File: src/common/tscc_regs.vh
// register map, field positions, reset values and timing figures of the
// touch sensor configuration block; definitions only
`ifndef TSCC_REGS_VH
`define TSCC_REGS_VH

// register indices; byte address is four times the index
`define TSCC_IDX_SCALE 8'h1f
`define TSCC_IDX_GCFG 8'h20
`define TSCC_IDX_CHEN 8'h21
`define TSCC_IDX_TCFG 8'h22
`define TSCC_IDX_NOISE 8'h0a
`define TSCC_IDX_ISTAT 8'h30
`define TSCC_IDX_IMASK 8'h31

// reset values
`define TSCC_RST_SCALE 4'hf
`define TSCC_RST_GCFG 8'h20
`define TSCC_RST_CHEN 8'hff
`define TSCC_RST_TCFG 8'ha4
`define TSCC_RST_IMASK 4'h0

// global configuration fields
`define TSCC_GCFG_TIMEOUT 7
`define TSCC_GCFG_WAKE 6
`define TSCC_GCFG_DIGBYP 5
`define TSCC_GCFG_ANABYP 4
`define TSCC_GCFG_HOLDEN 3
`define TSCC_GCFG_MASK 8'hf8

// interrupt status bits
`define TSCC_IS_BUSTO 0
`define TSCC_IS_BUSIDLE 1
`define TSCC_IS_HOLD 2
`define TSCC_IS_WAKE 3

// scale limit
`define TSCC_SCALE_MAX 4'h8

// timing figures
`define TSCC_CLK_KHZ 40000
`define TSCC_BUS_LOW_MS 30
`define TSCC_BUS_IDLE_US 150
`define TSCC_US_PER_MS 1000
`define TSCC_RPT_STEP_MS 10'd35
`define TSCC_SLOT_CYC 16'h0100

// hold time before recalibration, ms per code
`define TSCC_HOLD_0 14'd560
`define TSCC_HOLD_1 14'd840
`define TSCC_HOLD_2 14'd1120
`define TSCC_HOLD_3 14'd1400
`define TSCC_HOLD_4 14'd1680
`define TSCC_HOLD_5 14'd2240
`define TSCC_HOLD_6 14'd2800
`define TSCC_HOLD_7 14'd3360
`define TSCC_HOLD_8 14'd3920
`define TSCC_HOLD_9 14'd4480
`define TSCC_HOLD_A 14'd5600
`define TSCC_HOLD_B 14'd6720
`define TSCC_HOLD_C 14'd7840
`define TSCC_HOLD_D 14'd8906
`define TSCC_HOLD_E 14'd10080
`define TSCC_HOLD_F 14'd11200

`endif

File: src/design/tscc_bus_watch.v
// serial bus clock-low timeout and both-high idle watch
// assumes scl and sda already synchronised to clk_i
`timescale 1ns/10ps
`include "tscc_regs.vh"
module tscc_bus_watch #(
   parameter LOW_CYCLES = 1200000,
   parameter IDLE_CYCLES = 6000
) (
   // clock and reset
   input wire clk_i,
   input wire rst_i,
   // control and line levels
   input wire enable_i,
   input wire scl_i,
   input wire sda_i,
   // events
   output reg timeout_o,
   output reg idle_o
);
   // limits arrive as 32-bit integers, counters are only 21 bits
   localparam [31:0] LOW_W = LOW_CYCLES;
   localparam [31:0] IDLE_W = IDLE_CYCLES;
   localparam [20:0] LOW_LIM = LOW_W[20:0];
   localparam [20:0] IDLE_LIM = IDLE_W[20:0];
   reg [20:0] low_cnt;
   reg [20:0] idle_cnt;
   reg low_done;
   reg idle_done;

   // counters stay cleared while disabled, so no event can fire
   always @(posedge clk_i) begin
      if (rst_i || !enable_i) begin
         low_cnt <= 21'h000000;
         idle_cnt <= 21'h000000;
         low_done <= 1'b0;
         idle_done <= 1'b0;
         timeout_o <= 1'b0;
         idle_o <= 1'b0;
      end else begin
         timeout_o <= 1'b0;
         idle_o <= 1'b0;
         if (scl_i) begin
            low_cnt <= 21'h000000;
            low_done <= 1'b0;
         end else if (!low_done) begin
            if (low_cnt == LOW_LIM) begin
               timeout_o <= 1'b1;
               low_done <= 1'b1;
            end else begin
               low_cnt <= low_cnt + 21'h000001;
            end
         end
         if (!(scl_i && sda_i)) begin
            idle_cnt <= 21'h000000;
            idle_done <= 1'b0;
         end else if (!idle_done) begin
            if (idle_cnt == IDLE_LIM) begin
               idle_o <= 1'b1;
               idle_done <= 1'b1;
            end else begin
               idle_cnt <= idle_cnt + 21'h000001;
            end
         end
      end
   end
endmodule // tscc_bus_watch

File: src/design/tscc_config.v
// configuration and option logic of an eight-channel touch controller
// assumes a classic wishbone master, analog front end on clk_i,
// serial bus and wake pins asynchronous to clk_i
`timescale 1ns/10ps
`include "tscc_regs.vh"
module tscc_config #(
   parameter BUS_LOW_CYCLES = `TSCC_BUS_LOW_MS * `TSCC_CLK_KHZ,
   parameter BUS_IDLE_CYCLES = `TSCC_BUS_IDLE_US * `TSCC_CLK_KHZ / `TSCC_US_PER_MS,
   parameter MS_CYCLES = `TSCC_CLK_KHZ
) (
   // clock and reset
   input wire clk_i,
   input wire rst_i,
   // wishbone slave
   input wire wb_cyc_i,
   input wire wb_stb_i,
   input wire wb_we_i,
   input wire [3:0] wb_sel_i,
   input wire [9:0] wb_adr_i,
   input wire [31:0] wb_dat_i,
   output reg [31:0] wb_dat_o,
   output reg wb_ack_o,
   // analog front end, same clock
   input wire [15:0] base_raw_i,
   input wire [7:0] touch_raw_i,
   input wire [7:0] noise_raw_i,
   input wire [7:0] ana_err_i,
   input wire [7:0] grouped_i,
   input wire cal_active_i,
   input wire auto_repeat_i,
   // power state
   input wire standby_i,
   input wire deep_sleep_i,
   // serial bus pins
   input wire scl_i,
   input wire sda_i,
   // wake pin, two-way
   input wire wake_i,
   output reg wake_o,
   output reg wake_oe_n_o,
   // results
   output reg [15:0] base_count_o,
   output reg [7:0] touch_o,
   output reg [7:0] recal_use_o,
   output reg [7:0] ana_retry_o,
   output reg [7:0] hold_recal_o,
   output reg [7:0] sample_o,
   output reg repeat_o,
   output reg bus_reset_o,
   output reg wake_exit_o,
   output reg irq_o
);
   localparam [31:0] MS_W = MS_CYCLES - 1;
   localparam [15:0] MS_LIM = MS_W[15:0];
   localparam [15:0] SLOT_LIM = `TSCC_SLOT_CYC - 16'h0001;

   // registers
   reg [3:0] base_scale;
   reg [7:0] global_configuration;
   reg [7:0] channel_sample_enable;
   reg [7:0] channel_timing_config;
   reg [3:0] int_status;
   reg [3:0] int_mask;
   reg [7:0] ana_flag;

   // synchronisers
   reg scl_m, scl_s, sda_m, sda_s, wake_m, wake_s;

   // timing
   reg [15:0] ms_cnt;
   reg ms_tick;
   reg [15:0] slot_cnt;
   reg [2:0] slot_ch;
   reg [9:0] rpt_ms;
   reg wake_drive;

   wire bus_to;
   wire bus_idle;
   wire [7:0] reg_idx = wb_adr_i[9:2];
   wire wr_req = wb_cyc_i && wb_stb_i && wb_we_i && !wb_ack_o && wb_sel_i[0];
   wire rd_req = wb_cyc_i && wb_stb_i && !wb_ack_o;
   wire [7:0] wdat = wb_dat_i[7:0];
   wire [3:0] hold_code = channel_timing_config[7:4];
   wire [3:0] rpt_code = channel_timing_config[3:0];
   wire dig_bypass = global_configuration[`TSCC_GCFG_DIGBYP];
   wire ana_bypass = global_configuration[`TSCC_GCFG_ANABYP];
   wire hold_en = global_configuration[`TSCC_GCFG_HOLDEN];
   wire wake_cfg = global_configuration[`TSCC_GCFG_WAKE];
   wire [7:0] touch_ok = touch_raw_i & (~ana_flag | {8{ana_bypass}});
   wire [9:0] rpt_lim = ({6'h00, rpt_code} + 10'h001) * `TSCC_RPT_STEP_MS;
   reg [3:0] next_status;
   reg [7:0] rd_val;
   reg [13:0] hold_ms;

   // decoded hold time in ms
   always @* begin
      case (hold_code)
         4'h0: hold_ms = `TSCC_HOLD_0;
         4'h1: hold_ms = `TSCC_HOLD_1;
         4'h2: hold_ms = `TSCC_HOLD_2;
         4'h3: hold_ms = `TSCC_HOLD_3;
         4'h4: hold_ms = `TSCC_HOLD_4;
         4'h5: hold_ms = `TSCC_HOLD_5;
         4'h6: hold_ms = `TSCC_HOLD_6;
         4'h7: hold_ms = `TSCC_HOLD_7;
         4'h8: hold_ms = `TSCC_HOLD_8;
         4'h9: hold_ms = `TSCC_HOLD_9;
         4'ha: hold_ms = `TSCC_HOLD_A;
         4'hb: hold_ms = `TSCC_HOLD_B;
         4'hc: hold_ms = `TSCC_HOLD_C;
         4'hd: hold_ms = `TSCC_HOLD_D;
         4'he: hold_ms = `TSCC_HOLD_E;
         default: hold_ms = `TSCC_HOLD_F;
      endcase
   end

   // read mux
   always @* begin
      case (reg_idx)
         `TSCC_IDX_SCALE: rd_val = {4'h0, base_scale};
         `TSCC_IDX_GCFG: rd_val = global_configuration;
         `TSCC_IDX_CHEN: rd_val = channel_sample_enable;
         `TSCC_IDX_TCFG: rd_val = channel_timing_config;
         `TSCC_IDX_NOISE: rd_val = ana_flag;
         `TSCC_IDX_ISTAT: rd_val = {4'h0, int_status};
         `TSCC_IDX_IMASK: rd_val = {4'h0, int_mask};
         default: rd_val = 8'h00;
      endcase
   end

   // pin synchronisers
   always @(posedge clk_i) begin
      if (rst_i) begin
         scl_m <= 1'b1;
         scl_s <= 1'b1;
         sda_m <= 1'b1;
         sda_s <= 1'b1;
         wake_m <= 1'b0;
         wake_s <= 1'b0;
      end else begin
         scl_m <= scl_i;
         scl_s <= scl_m;
         sda_m <= sda_i;
         sda_s <= sda_m;
         wake_m <= wake_i;
         wake_s <= wake_m;
      end
   end

   // bus slave and configuration registers
   always @(posedge clk_i) begin
      if (rst_i) begin
         wb_ack_o <= 1'b0;
         wb_dat_o <= 32'h00000000;
         base_scale <= `TSCC_RST_SCALE;
         global_configuration <= `TSCC_RST_GCFG;
         channel_sample_enable <= `TSCC_RST_CHEN;
         channel_timing_config <= `TSCC_RST_TCFG;
         int_mask <= `TSCC_RST_IMASK;
      end else begin
         wb_ack_o <= rd_req;
         // unmapped reads give zero, unmapped writes are dropped
         if (rd_req) begin
            wb_dat_o <= {24'h000000, rd_val};
         end
         if (wr_req) begin
            case (reg_idx)
               `TSCC_IDX_SCALE: base_scale <= wdat[3:0];
               `TSCC_IDX_GCFG: global_configuration <= wdat & `TSCC_GCFG_MASK;
               `TSCC_IDX_CHEN: channel_sample_enable <= wdat;
               `TSCC_IDX_TCFG: channel_timing_config <= wdat;
               `TSCC_IDX_IMASK: int_mask <= wdat[3:0];
               default: ;
            endcase
         end
      end
   end

   // interrupt status: a new event wins over a same-cycle clear
   always @* begin
      next_status = int_status;
      if (wr_req && reg_idx == `TSCC_IDX_ISTAT) begin
         next_status = int_status & ~wdat[3:0];
      end
      if (bus_to) begin
         next_status[`TSCC_IS_BUSTO] = 1'b1;
      end
      if (bus_idle) begin
         next_status[`TSCC_IS_BUSIDLE] = 1'b1;
      end
      if (|hold_recal_o) begin
         next_status[`TSCC_IS_HOLD] = 1'b1;
      end
      if (wake_exit_o) begin
         next_status[`TSCC_IS_WAKE] = 1'b1;
      end
      if (standby_i && wake_cfg && |touch_ok && !wake_drive) begin
         next_status[`TSCC_IS_WAKE] = 1'b1;
      end
   end

   always @(posedge clk_i) begin
      if (rst_i) begin
         int_status <= 4'h0;
         irq_o <= 1'b0;
      end else begin
         int_status <= next_status;
         irq_o <= |(next_status & int_mask);
      end
   end

   // wake pin: driven only on a standby touch with wake config set,
   // released when the wake config is cleared, or when software clears the wake status bit with no standby touch
   always @(posedge clk_i) begin
      if (rst_i) begin
         wake_drive <= 1'b0;
         wake_o <= 1'b0;
         wake_oe_n_o <= 1'b1;
         wake_exit_o <= 1'b0;
      end else begin
         if (standby_i && wake_cfg && |touch_ok) begin
            wake_drive <= 1'b1;
         end else if (!next_status[`TSCC_IS_WAKE] || !wake_cfg) begin
            wake_drive <= 1'b0;
         end
         wake_o <= wake_drive;
         wake_oe_n_o <= ~wake_drive;
         // external high leaves deep sleep whatever the config, unless the device is driving the wake pin itself
         wake_exit_o <= deep_sleep_i && wake_s && !wake_drive;
      end
   end

   // analog noise flag and touch qualification
   always @(posedge clk_i) begin
      if (rst_i) begin
         ana_flag <= 8'h00;
         touch_o <= 8'h00;
         recal_use_o <= 8'h00;
         ana_retry_o <= 8'h00;
         base_count_o <= 16'h0000;
      end else begin
         ana_flag <= ana_err_i;
         touch_o <= touch_ok;
         // touch path ignores base_scale entirely
         recal_use_o <= ~touch_raw_i & (~noise_raw_i | {8{dig_bypass}});
         ana_retry_o <= {8{cal_active_i}} & ana_flag & ~{8{ana_bypass}};
         if (base_scale > `TSCC_SCALE_MAX) begin
            base_count_o <= base_raw_i >> `TSCC_SCALE_MAX;
         end else begin
            base_count_o <= base_raw_i >> base_scale;
         end
      end
   end

   // millisecond tick shared by hold and repeat timers
   always @(posedge clk_i) begin
      if (rst_i) begin
         ms_cnt <= 16'h0000;
         ms_tick <= 1'b0;
      end else begin
         ms_tick <= (ms_cnt == MS_LIM);
         if (ms_cnt == MS_LIM) begin
            ms_cnt <= 16'h0000;
         end else begin
            ms_cnt <= ms_cnt + 16'h0001;
         end
      end
   end

   // fixed eight-slot sampling round; disabled channels keep their slot
   always @(posedge clk_i) begin
      if (rst_i) begin
         slot_cnt <= 16'h0000;
         slot_ch <= 3'h0;
         sample_o <= 8'h00;
      end else begin
         sample_o <= 8'h00;
         if (slot_cnt == SLOT_LIM) begin
            slot_cnt <= 16'h0000;
            slot_ch <= slot_ch + 3'h1;
         end else begin
            slot_cnt <= slot_cnt + 16'h0001;
         end
         if (slot_cnt == 16'h0000) begin
            sample_o[slot_ch] <= channel_sample_enable[slot_ch];
         end
      end
   end

   // auto repeat interval
   always @(posedge clk_i) begin
      if (rst_i) begin
         rpt_ms <= 10'h000;
         repeat_o <= 1'b0;
      end else begin
         repeat_o <= 1'b0;
         if (!auto_repeat_i || !(|touch_ok)) begin
            rpt_ms <= 10'h000;
         end else if (ms_tick) begin
            if (rpt_ms + 10'h001 >= rpt_lim) begin
               rpt_ms <= 10'h000;
               repeat_o <= 1'b1;
            end else begin
               rpt_ms <= rpt_ms + 10'h001;
            end
         end
      end
   end

   // per-channel hold timers
   genvar g;
   generate
      for (g = 0; g < 8; g = g + 1) begin : hold_ch
         reg [13:0] held_ms;
         always @(posedge clk_i) begin
            if (rst_i) begin
               held_ms <= 14'h0000;
               hold_recal_o[g] <= 1'b0;
            end else begin
               hold_recal_o[g] <= 1'b0;
               // disabled or grouped: touch may last forever
               if (!hold_en || !touch_ok[g] || grouped_i[g]) begin
                  held_ms <= 14'h0000;
               end else if (ms_tick) begin
                  if (held_ms + 14'h0001 >= hold_ms) begin
                     held_ms <= 14'h0000;
                     hold_recal_o[g] <= 1'b1;
                  end else begin
                     held_ms <= held_ms + 14'h0001;
                  end
               end
            end
         end
      end
   endgenerate

   // serial bus watch and its reset request
   tscc_bus_watch #(
      .LOW_CYCLES(BUS_LOW_CYCLES),
      .IDLE_CYCLES(BUS_IDLE_CYCLES)
   ) u_watch (
      .clk_i(clk_i),
      .rst_i(rst_i),
      .enable_i(global_configuration[`TSCC_GCFG_TIMEOUT]),
      .scl_i(scl_s),
      .sda_i(sda_s),
      .timeout_o(bus_to),
      .idle_o(bus_idle)
   );

   always @(posedge clk_i) begin
      if (rst_i) begin
         bus_reset_o <= 1'b0;
      end else begin
         bus_reset_o <= bus_to || bus_idle;
      end
   end
endmodule // tscc_config

File: config.mk
export PLATFORM = sky130hd
export DESIGN_NAME = tscc_config
export DESIGN_NICKNAME = d
export VERILOG_FILES = /design/src/design/tscc_bus_watch.v /design/src/design/tscc_config.v
export VERILOG_INCLUDE_DIRS = /design/src /design/src/common
export SDC_FILE = /design/constraint.sdc
export NUM_CORES = 1
export LEC_CHECK = 0
export BUFFER_PORTS_ARGS = -buffer_cell sky130_fd_sc_hd__buf_2
export CORE_ASPECT_RATIO = 2
export CORE_MARGIN = 5
export CORE_UTILIZATION = 45
export CTS_CLUSTER_DIAMETER = 40
export DETAILED_ROUTE_END_ITERATION = 8
export PLACE_DENSITY = 0.66
export SLEW_MARGIN = 5
export SYNTH_ARGS = -nofsm -noshare
export SYNTH_HDL_FRONTEND = slang
export SYNTH_SLANG_ARGS = --single-unit
File: constraint.sdc
create_clock -name clk_i -period 4.35 [get_ports clk_i]
set_input_delay 0.435 -clock clk_i [delete_from_list [all_inputs] [get_ports clk_i]]
set_output_delay 0.435 -clock clk_i [all_outputs]
set_load 0.005 [all_outputs]
==> metrics.md, run 1 <==
| Metric | Value |
|---|---|
| Status | `finished clean` |
| Fmax | `0.243 GHz` |
| Post-Synth XOR/XNOR Area | `7.57%` |
| Die Height | `295 microns` |
| Die X | `152 microns` |
| Int Pwr | `5.32 mW` |
| Pin count of the biggest net entering global routing | `64` |
| Layout cells sized above 1 | `13.7%` |
| Syn avg cell area | `8.63 sq um` |
| Hold Fails Final Rpt | `0` |
| DRC | `0` |
| Post-synth top area share | `36.7%` |
| Row cnt | `104` |
| CTS Hold Bufs | `0` |
| Kind of critical path | `reg -> reg` |
| Die ar. | `45000 sq um` |
| Initial detailed-routing violation count | `727` |
| Crit Path Max Fanout | `6` |
| R2R Setup Slk | `240 ps` |
| Mux share of post-synthesis cell area | `4.22%` |
| IO Port Bufs | `147` |
| Global-route wire length before repair | `82900 microns` |
| Layout Skew | `17.8 ps` |
| Seq/Total Area, Yosys | `36.7%` |
| Largest family of logic cells by synthesized area | `simple AND/OR/NAND/NOR gates` |
| Crit. End Element | `register` |
| Initial core utilization | `45.4%` |
| Synth Area in Simple Gates | `23.2%` |
| Final WL | `51700 microns` |
| Final HPWL DP | `39600 microns` |
| Vias per cell | `5.70` |
| Core footprint | `40200 sq um` |
| Gpl congestion | `0.899` |
| Clock tree buffer depth | `3` |
| CP Launch Type | `register` |
| Routed vias | `16100` |
| #FFs+latches synth | `335` |
| Leakage power | `8.80 nW` |
| GRT overflow | `0` |
| Synth Cell Area | `18300 sq um` |
| Final setup violation count | `0` |
| Vias in the first global route | `16500` |
| Pin slew with the least headroom to its limit | `1230 ps` |
| Clock power frac | `51.5%` |
| Combinational Power Share | `3.1%` |
| DP Cell Count | `2749` |
| Period utilization | `94.5%` |
| H-Tree Depth | `2` |
| Share of synthesized registers carrying an async set or reset | `0%` |
| CP Data Required Time | `4820 ps` |
| Total Neg Setup Slack | `0 ps` |
| Switch share | `22.3%` |
| Predominant post-synthesis flop cell | `dfxtp_1` |
| Number of max-cap violations | `0` |
| Final Power | `6.85 mW` |
| Nets | `2510` |
| Final design utilization | `52.4%` |
| CTS clk-pin slew, worst paths | `70 ps` |
| Max Slew Vio Count | `0` |
| CTS sink cnt | `335` |
| Total CTS buffers | `39` |
| CP Data Arrival Time | `4580 ps` |
| Yosys top cell by area | `dfxtp_1` |
| Pre-antenna DRT Iters | `5` |
| # IOs | `201` |
| Post-synth EDFFs | `0` |
| Root Buffer | `clkbuf_16` |
| VDD IR max | `0.362 mV` |
| Psw | `1.53 mW` |
| Pwr per Cell Area | `325 nW/um^2` |
| Routed WL per cell | `18.3 microns` |
| Post-synth top cells | `dfxtp_1 (335), nand2_1 (198), nor2_1 (198)` |
| Seq pwr share | `45.4%` |
| Layout area overhead | `15.3%` |
| RSZ-0062 raised after global routing | `false` |
| Synthesized instance count | `2116` |
| Synthesized-area fraction occupied by adder cells | `9.77%` |
| Library cells used by synthesis | `76` |
| GRT Util Overall | `22.4%` |
| Post-route ant nets | `0` |
| Most frequent cell after synthesis | `dfxtp_1` |
| Fin cells | `2822` |
| Dominant cells by area after synthesis | `dfxtp_1 (37%), ha_1 (9.7%), xnor2_1 (4.6%)` |
| Yosys warning count | `0` |
| Max-Slew Margin vs Limit | `17.1%` |
| Hold Path Class | `in -> reg` |
| Initial antenna violation count | `1` |
| Tmin final | `4110 ps` |
| CTS tree | `yes` |
| Dpl ws | `-58.4 ps` |
| Setup ws final | `239 ps` |
| Clk_lat worst skew | `540 ps` |
| Post-synthesis compound-gate area fraction | `14.4%` |
[power groups by stage]
stage / clock network [mW] / logic (mW) / registers, mW
3_5_place_dp: 0 / 0.211 / 3.18
4_1_cts: 3.61 / 0.212 / 3.11
5_1_grt: 3.73 / 0.235 / 3.11
2_1_floorplan: 0 / 0.116 / 3.18
3_3_place_gp: 0 / 0.207 / 3.18
6_report: 3.53 / 0.215 / 3.11
[kinds of logic (layout without fill, tap and decap cells)]
group	Yosys count	after routing
DFF	335	335
and+or+nand+nor	834	834
xor gates and xnor gates	158	158
buffers and inverters	171	323
muxes	69	69
other	1	25
AOI/OAI and AO/OA	406	406
adders and majority gates	142	142
[layer usage]
metal | vias up | wire (microns) | global-route usage, %
li1 | 7842 | - | -
met1 | 7572 | 18800 | 23.1
met2 | 499 | 26700 | 42.3
met4 | 0 | 3300 | 13.2
met3 | 167 | 2850 | 3.98
met5 | - | 0 | 0
[worst max-delay path, stage by stage (launching register included)]
cell	delay [ps]
dfxtp_4	380
buf_6	130
inv_2	60
ha_4	260
inv_1	60
ha_1	180
ha_1	210
ha_4	300
a41oi_2	130
nor3b_2	220
nor2_2	70
buf_4	130
xor2_1	130
ha_1	290
a211o_1	330
a221oi_4	290
o211ai_1	190
a211oi_2	240
buf_4	180
a21oi_1	70
o22ai_1	180
[placed cells by master, fill, tap and decap left out, types with 8 or more instances in the layout]
cell	n
dfxtp_1	332
nand2_1	197
nor2_1	197
buf_2	146
ha_1	136
a21oi_1	113
nand3_1	102
xnor2_1	94
o21ai_0	85
inv_1	70
xor2_1	62
mux2i_1	59
and3_1	51
nor3_1	50
clkbuf_16	41
nand4_1	38
nor2b_1	33
buf_4	31
or3_1	25
a31oi_1	25
a21o_1	24
a32o_1	24
conb_1	24
a22o_1	22
and2_1	21
a211oi_1	20
or2_2	17
nand2b_1	16
and4_1	15
o31ai_1	13
nor4_1	13
a22oi_1	11
nand3b_1	10
o21a_1	10
o22ai_1	9
nand4b_1	8
o211ai_1	8
[layout make-up]
cell class / instances / area, sq um
multi-input cells: 1633 / 11000
diodes: 1 / 2.50
inverters: 75 / 282
repair buffers: 178 / 975
clock inverters: 22 / 308
flip-flops and latches: 335 / 6710
fillers: 3734 / 19100
clock buffers: 48 / 1080
well taps: 530 / 663
[worst paths after layout]
path	start	endpoint	cells after the start
worst min-delay path	noise_raw_i[7]	recal_use_o[7]	2
worst max-delay path	channel_timing_config[0]	rpt_ms[7]	20
worst max register to register	channel_timing_config[0]	rpt_ms[7]	20
worst min register to register	sda_m	sda_s	1
[stage by stage]
stage	hold slack, ps	cell area [sq um]
3_3_place_gp	395	19500
4_1_cts	54.5	20900
5_1_grt	71.7	21100
3_5_place_dp	402	19500
6_report	78.4	21100
2_1_floorplan	389	18400
[state kept, by name (all words and copies together), names as in the netlist, 3 cells and up]
register               count
ana_flag                   8
ana_retry_o                8
base_count_o              16
base_scale                 4
channel_sample_enable      8
channel_timing_config      8
global_configuration       5
hold_ch.held_ms          112
hold_ms                   12
hold_recal_o               8
int_mask                   4
int_status                 4
ms_cnt                    16
recal_use_o                8
rpt_ms                    10
sample_o                   8
slot_ch                    3
slot_cnt                  16
touch_o                    8
u_watch.idle_cnt          21
u_watch.low_cnt           21
wb_dat_o                   8
[what timing repair did]
item	in CTS	in global routing
endpoints found under the hold margin	0	0
endpoints found under the setup margin	5	7
gates resized for setup	2	26
setup buffers	1	1
pin swaps	1	11
(Power assumes the default switching activity.)
==> run 2: changes to the inputs <==
==> constraint.sdc (replaced) <==
create_clock -name clk_i -period 4.35 [get_ports clk_i]
set_input_delay 0.2175 -clock clk_i [delete_from_list [all_inputs] [get_ports clk_i]]
set_output_delay 0.2175 -clock clk_i [all_outputs]
set_load 0.005 [all_outputs]
==> run 2 against run 1 <==
  * Combinational power up 17%
  * Core utilization up 1.1 points
  * Fmax down 1.9%
  * Sequential power about the same
  * Setup slack worse by 78 ps
  * Clock power down 4%
  * Wire length up 1.2%
  * Critical path depth unchanged
  * Largest cell class unchanged
==> metrics.md, run 2 (same netlist as run 1, synthesis figures left out) <==
| Metric | Value |
|---|---|
| Final setup violation count | `0 (unchanged)` |
| Layout Skew | `19.5 ps (+1.71 ps)` |
| Initial detailed-routing violation count | `751 (+3.3%)` |
| Gpl congestion | `0.873 (-2.9%)` |
| Hold Path Depth | `2 (unchanged)` |
| CTS tree | `yes` |
| Final WL | `52300 microns (+1.2%)` |
| Routed WL per cell | `18.2 microns (-0.36%)` |
| Hold Fails Final Rpt | `0 (unchanged)` |
| Nets | `2557 (+1.9%)` |
| Max-Slew Margin vs Limit | `17.9% (+0.80 points)` |
| H-Tree Depth | `2 (unchanged)` |
| CTS clk-pin slew, worst paths | `60 ps (about the same)` |
| Pin slew with the least headroom to its limit | `1220 ps (-11.8 ps)` |
| Diode count | `0 (-1)` |
| Number of max-cap violations | `0 (unchanged)` |
| Design area | `21500 sq um (+2.0%)` |
| GRT Util Overall | `22.5% (+0.094 points)` |
| Register area | `6720 sq um (about the same)` |
| Root Buffer | `clkbuf_16` |
| Pre-antenna DRT Iters | `7 (+2)` |
| Vias per cell | `5.65 (-0.83%)` |
| Row cnt | `104 (unchanged)` |
| Period utilization | `96.3% (+1.8 points)` |
| Reg2reg end | `rpt_ms[9]` |
| FILL cells | `3707 (-0.72%)` |
| Worst path most repeated cell | `ha_1` |
| FF-to-FF path depth | `20 (unchanged)` |
| Post-route ant nets | `0 (unchanged)` |
| Hold EP | `recal_use_o[0]` |
| Die X | `152 microns (unchanged)` |
| Hold Path Class | `in -> reg` |
| Buf+Inv Stages, Crit Path | `5 (unchanged)` |
| Critical Path Max Stage Delay | `380 ps (about the same)` |
| Layout area overhead | `17.6%` |
| VDD IR max | `0.318 mV (-12%)` |
| Largest Register | `hold_ch.held_ms` |
| IO Port Bufs | `147 (unchanged)` |
| Total CTS buffers | `38 (-2.6%)` |
| Vias in the first global route | `16200 (-1.6%)` |
| # IOs | `201 (unchanged)` |
| Crit Path Max Fanout | `7 (+1)` |
| Final HPWL DP | `39700 microns (+0.29%)` |
| Crit. End Element | `register` |
| Core footprint | `40200 sq um (unchanged)` |
| Initial antenna violation count | `0 (-1)` |
| Final design utilization | `53.4% (+1.1 points)` |
| R2R Setup Slk | `160 ps (-80 ps)` |
| Tmin final | `4190 ps (+77.8 ps)` |
| Top Registers | `hold_ch.held_ms x112, u_watch.idle_cnt x21, u_watch.low_cnt x21` |
| Kind of critical path | `reg -> reg` |
| CTS sink cnt | `335 (unchanged)` |
| CP Launch Type | `register` |
| Post-DP Area | `19500 sq um (-0.10%)` |
| Clk_lat worst skew | `550 ps (about the same)` |
| Status | `finished clean` |
| CP max stage cell | `dfxtp_4` |
| Pwr per Cell Area | `314 nW/um^2 (-3.6%)` |
| CP delay by family, top | `compound AO/OA/AOI/OAI gates` |
| Die ar. | `45000 sq um (unchanged)` |
| R2R Path Start | `channel_timing_config[0]` |
| Hold WS | `30.8 ps (-47.5 ps)` |
| Global-route wire length before repair | `83200 microns (+0.34%)` |
| CP Data Required Time | `4830 ps (about the same)` |
| Commonest non-fill, non-tap cell in the layout | `dfxtp_1` |
| Die Height | `295 microns (unchanged)` |
| Initial core utilization | `45.4% (unchanged)` |
| Fmax | `0.239 GHz (-1.9%)` |
| CP Data Arrival Time | `4670 ps (+90 ps)` |
| Leakage power | `8.96 nW (+1.9%)` |
| Routed vias | `16200 (+0.72%)` |
| Crit path cell chain | `buf_6 -> inv_1 -> ha_4 -> inv_1 -> ha_1 -> ha_1 -> ha_2 -> a21oi_1 -> nor2_1 -> a21o_1 -> a21oi_1 -> xor2_1 -> ha_1 -> o21a_1 -> a221oi_2 -> o211ai_1 -> a211oi_2 -> buf_4 -> buf_4 -> a31o_2` |
| Pin count of the biggest net entering global routing | `43 (-33%)` |
| Max Slew Vio Count | `0 (unchanged)` |
| Final Power | `6.74 mW (-1.6%)` |
| Max FFs per register | `112 (unchanged)` |
| GRT overflow | `0 (unchanged)` |
| Area of the multi-input gates | `11100 sq um (+0.15%)` |
| DRC | `0 (unchanged)` |
| Layout cells sized above 1 | `13.4% (-0.31 points)` |
| Commonest non-fill, non-tap cells in the layout | `dfxtp_1 (332), nand2_1 (197), nor2_1 (197), buf_2 (146), ha_1 (134)` |
| Clock tree buffer depth | `3 (unchanged)` |
| Worst hold start | `touch_raw_i[0]` |
-- run 2: final cells by class --
| type | count | area share (%) |
|---|---|---|
| multi-input combinational | 1633 | 51.4 |
| sequential | 335 | 31.2 |
| inverter | 75 | 1.31 |
| timing repair buffer | 226 | 6.76 |
| tap | 530 | 3.09 |
| clock buffer | 45 | 4.73 |
| clock inverter | 22 | 1.43 |
-- run 2: worst max path at each step --
stage,from,endpoint,cells after the start
floorplan,channel_timing_config[0],rpt_ms[3],21
global placement,channel_timing_config[1],rpt_ms[7],21
detailed placement,channel_timing_config[0],rpt_ms[3],20
CTS,channel_timing_config[0],rpt_ms[7],21
global route,channel_timing_config[0],rpt_ms[7],20
finish,channel_timing_config[0],rpt_ms[9],20
-- run 2: metrics by stage --
| stage | TNS (ps) | setup WS (ps) | instances |
|---|---|---|---|
| 2_1_floorplan | 0 | 32.5 | 2139 |
| 3_3_place_gp | 0 | 39.5 | 2747 |
| 3_5_place_dp | -375 | -90.8 | 2747 |
| 4_1_cts | 0 | 0.975 | 2861 |
| 5_1_grt | -72.2 | -37.6 | 2866 |
| 6_report | 0 | 161 | 2866 |
-- run 2: metal layers --
layer  GRT usage (%)  vias to the layer above  part of all wire [%]
met2            43.4                      468                    53
met4            11.2                        0                   5.2
met3            3.79                      146                   5.3
li1                -                     7932                     -
met5               0                        -                     0
met1            23.3                     7649                    36
-- run 2: report_power, final --
part	internal, mW	leakage (nW)	switching [mW]	total [mW]
logic	0.108	5.61	0.143	0.251
registers	3.09	2.71	0.0175	3.11
clock network	1.96	0.639	1.42	3.38
total	5.16	8.96	1.58	6.74
-- run 2: repair_timing --
action / CTS / global route
endpoints found under the setup margin: 6 / 7
hold endpoints to repair: 51 / 1
buffers inserted: 1 / 4
pin swaps: 1 / 16
hold buffers: 46 / 1
gates resized for setup: 1 / 31
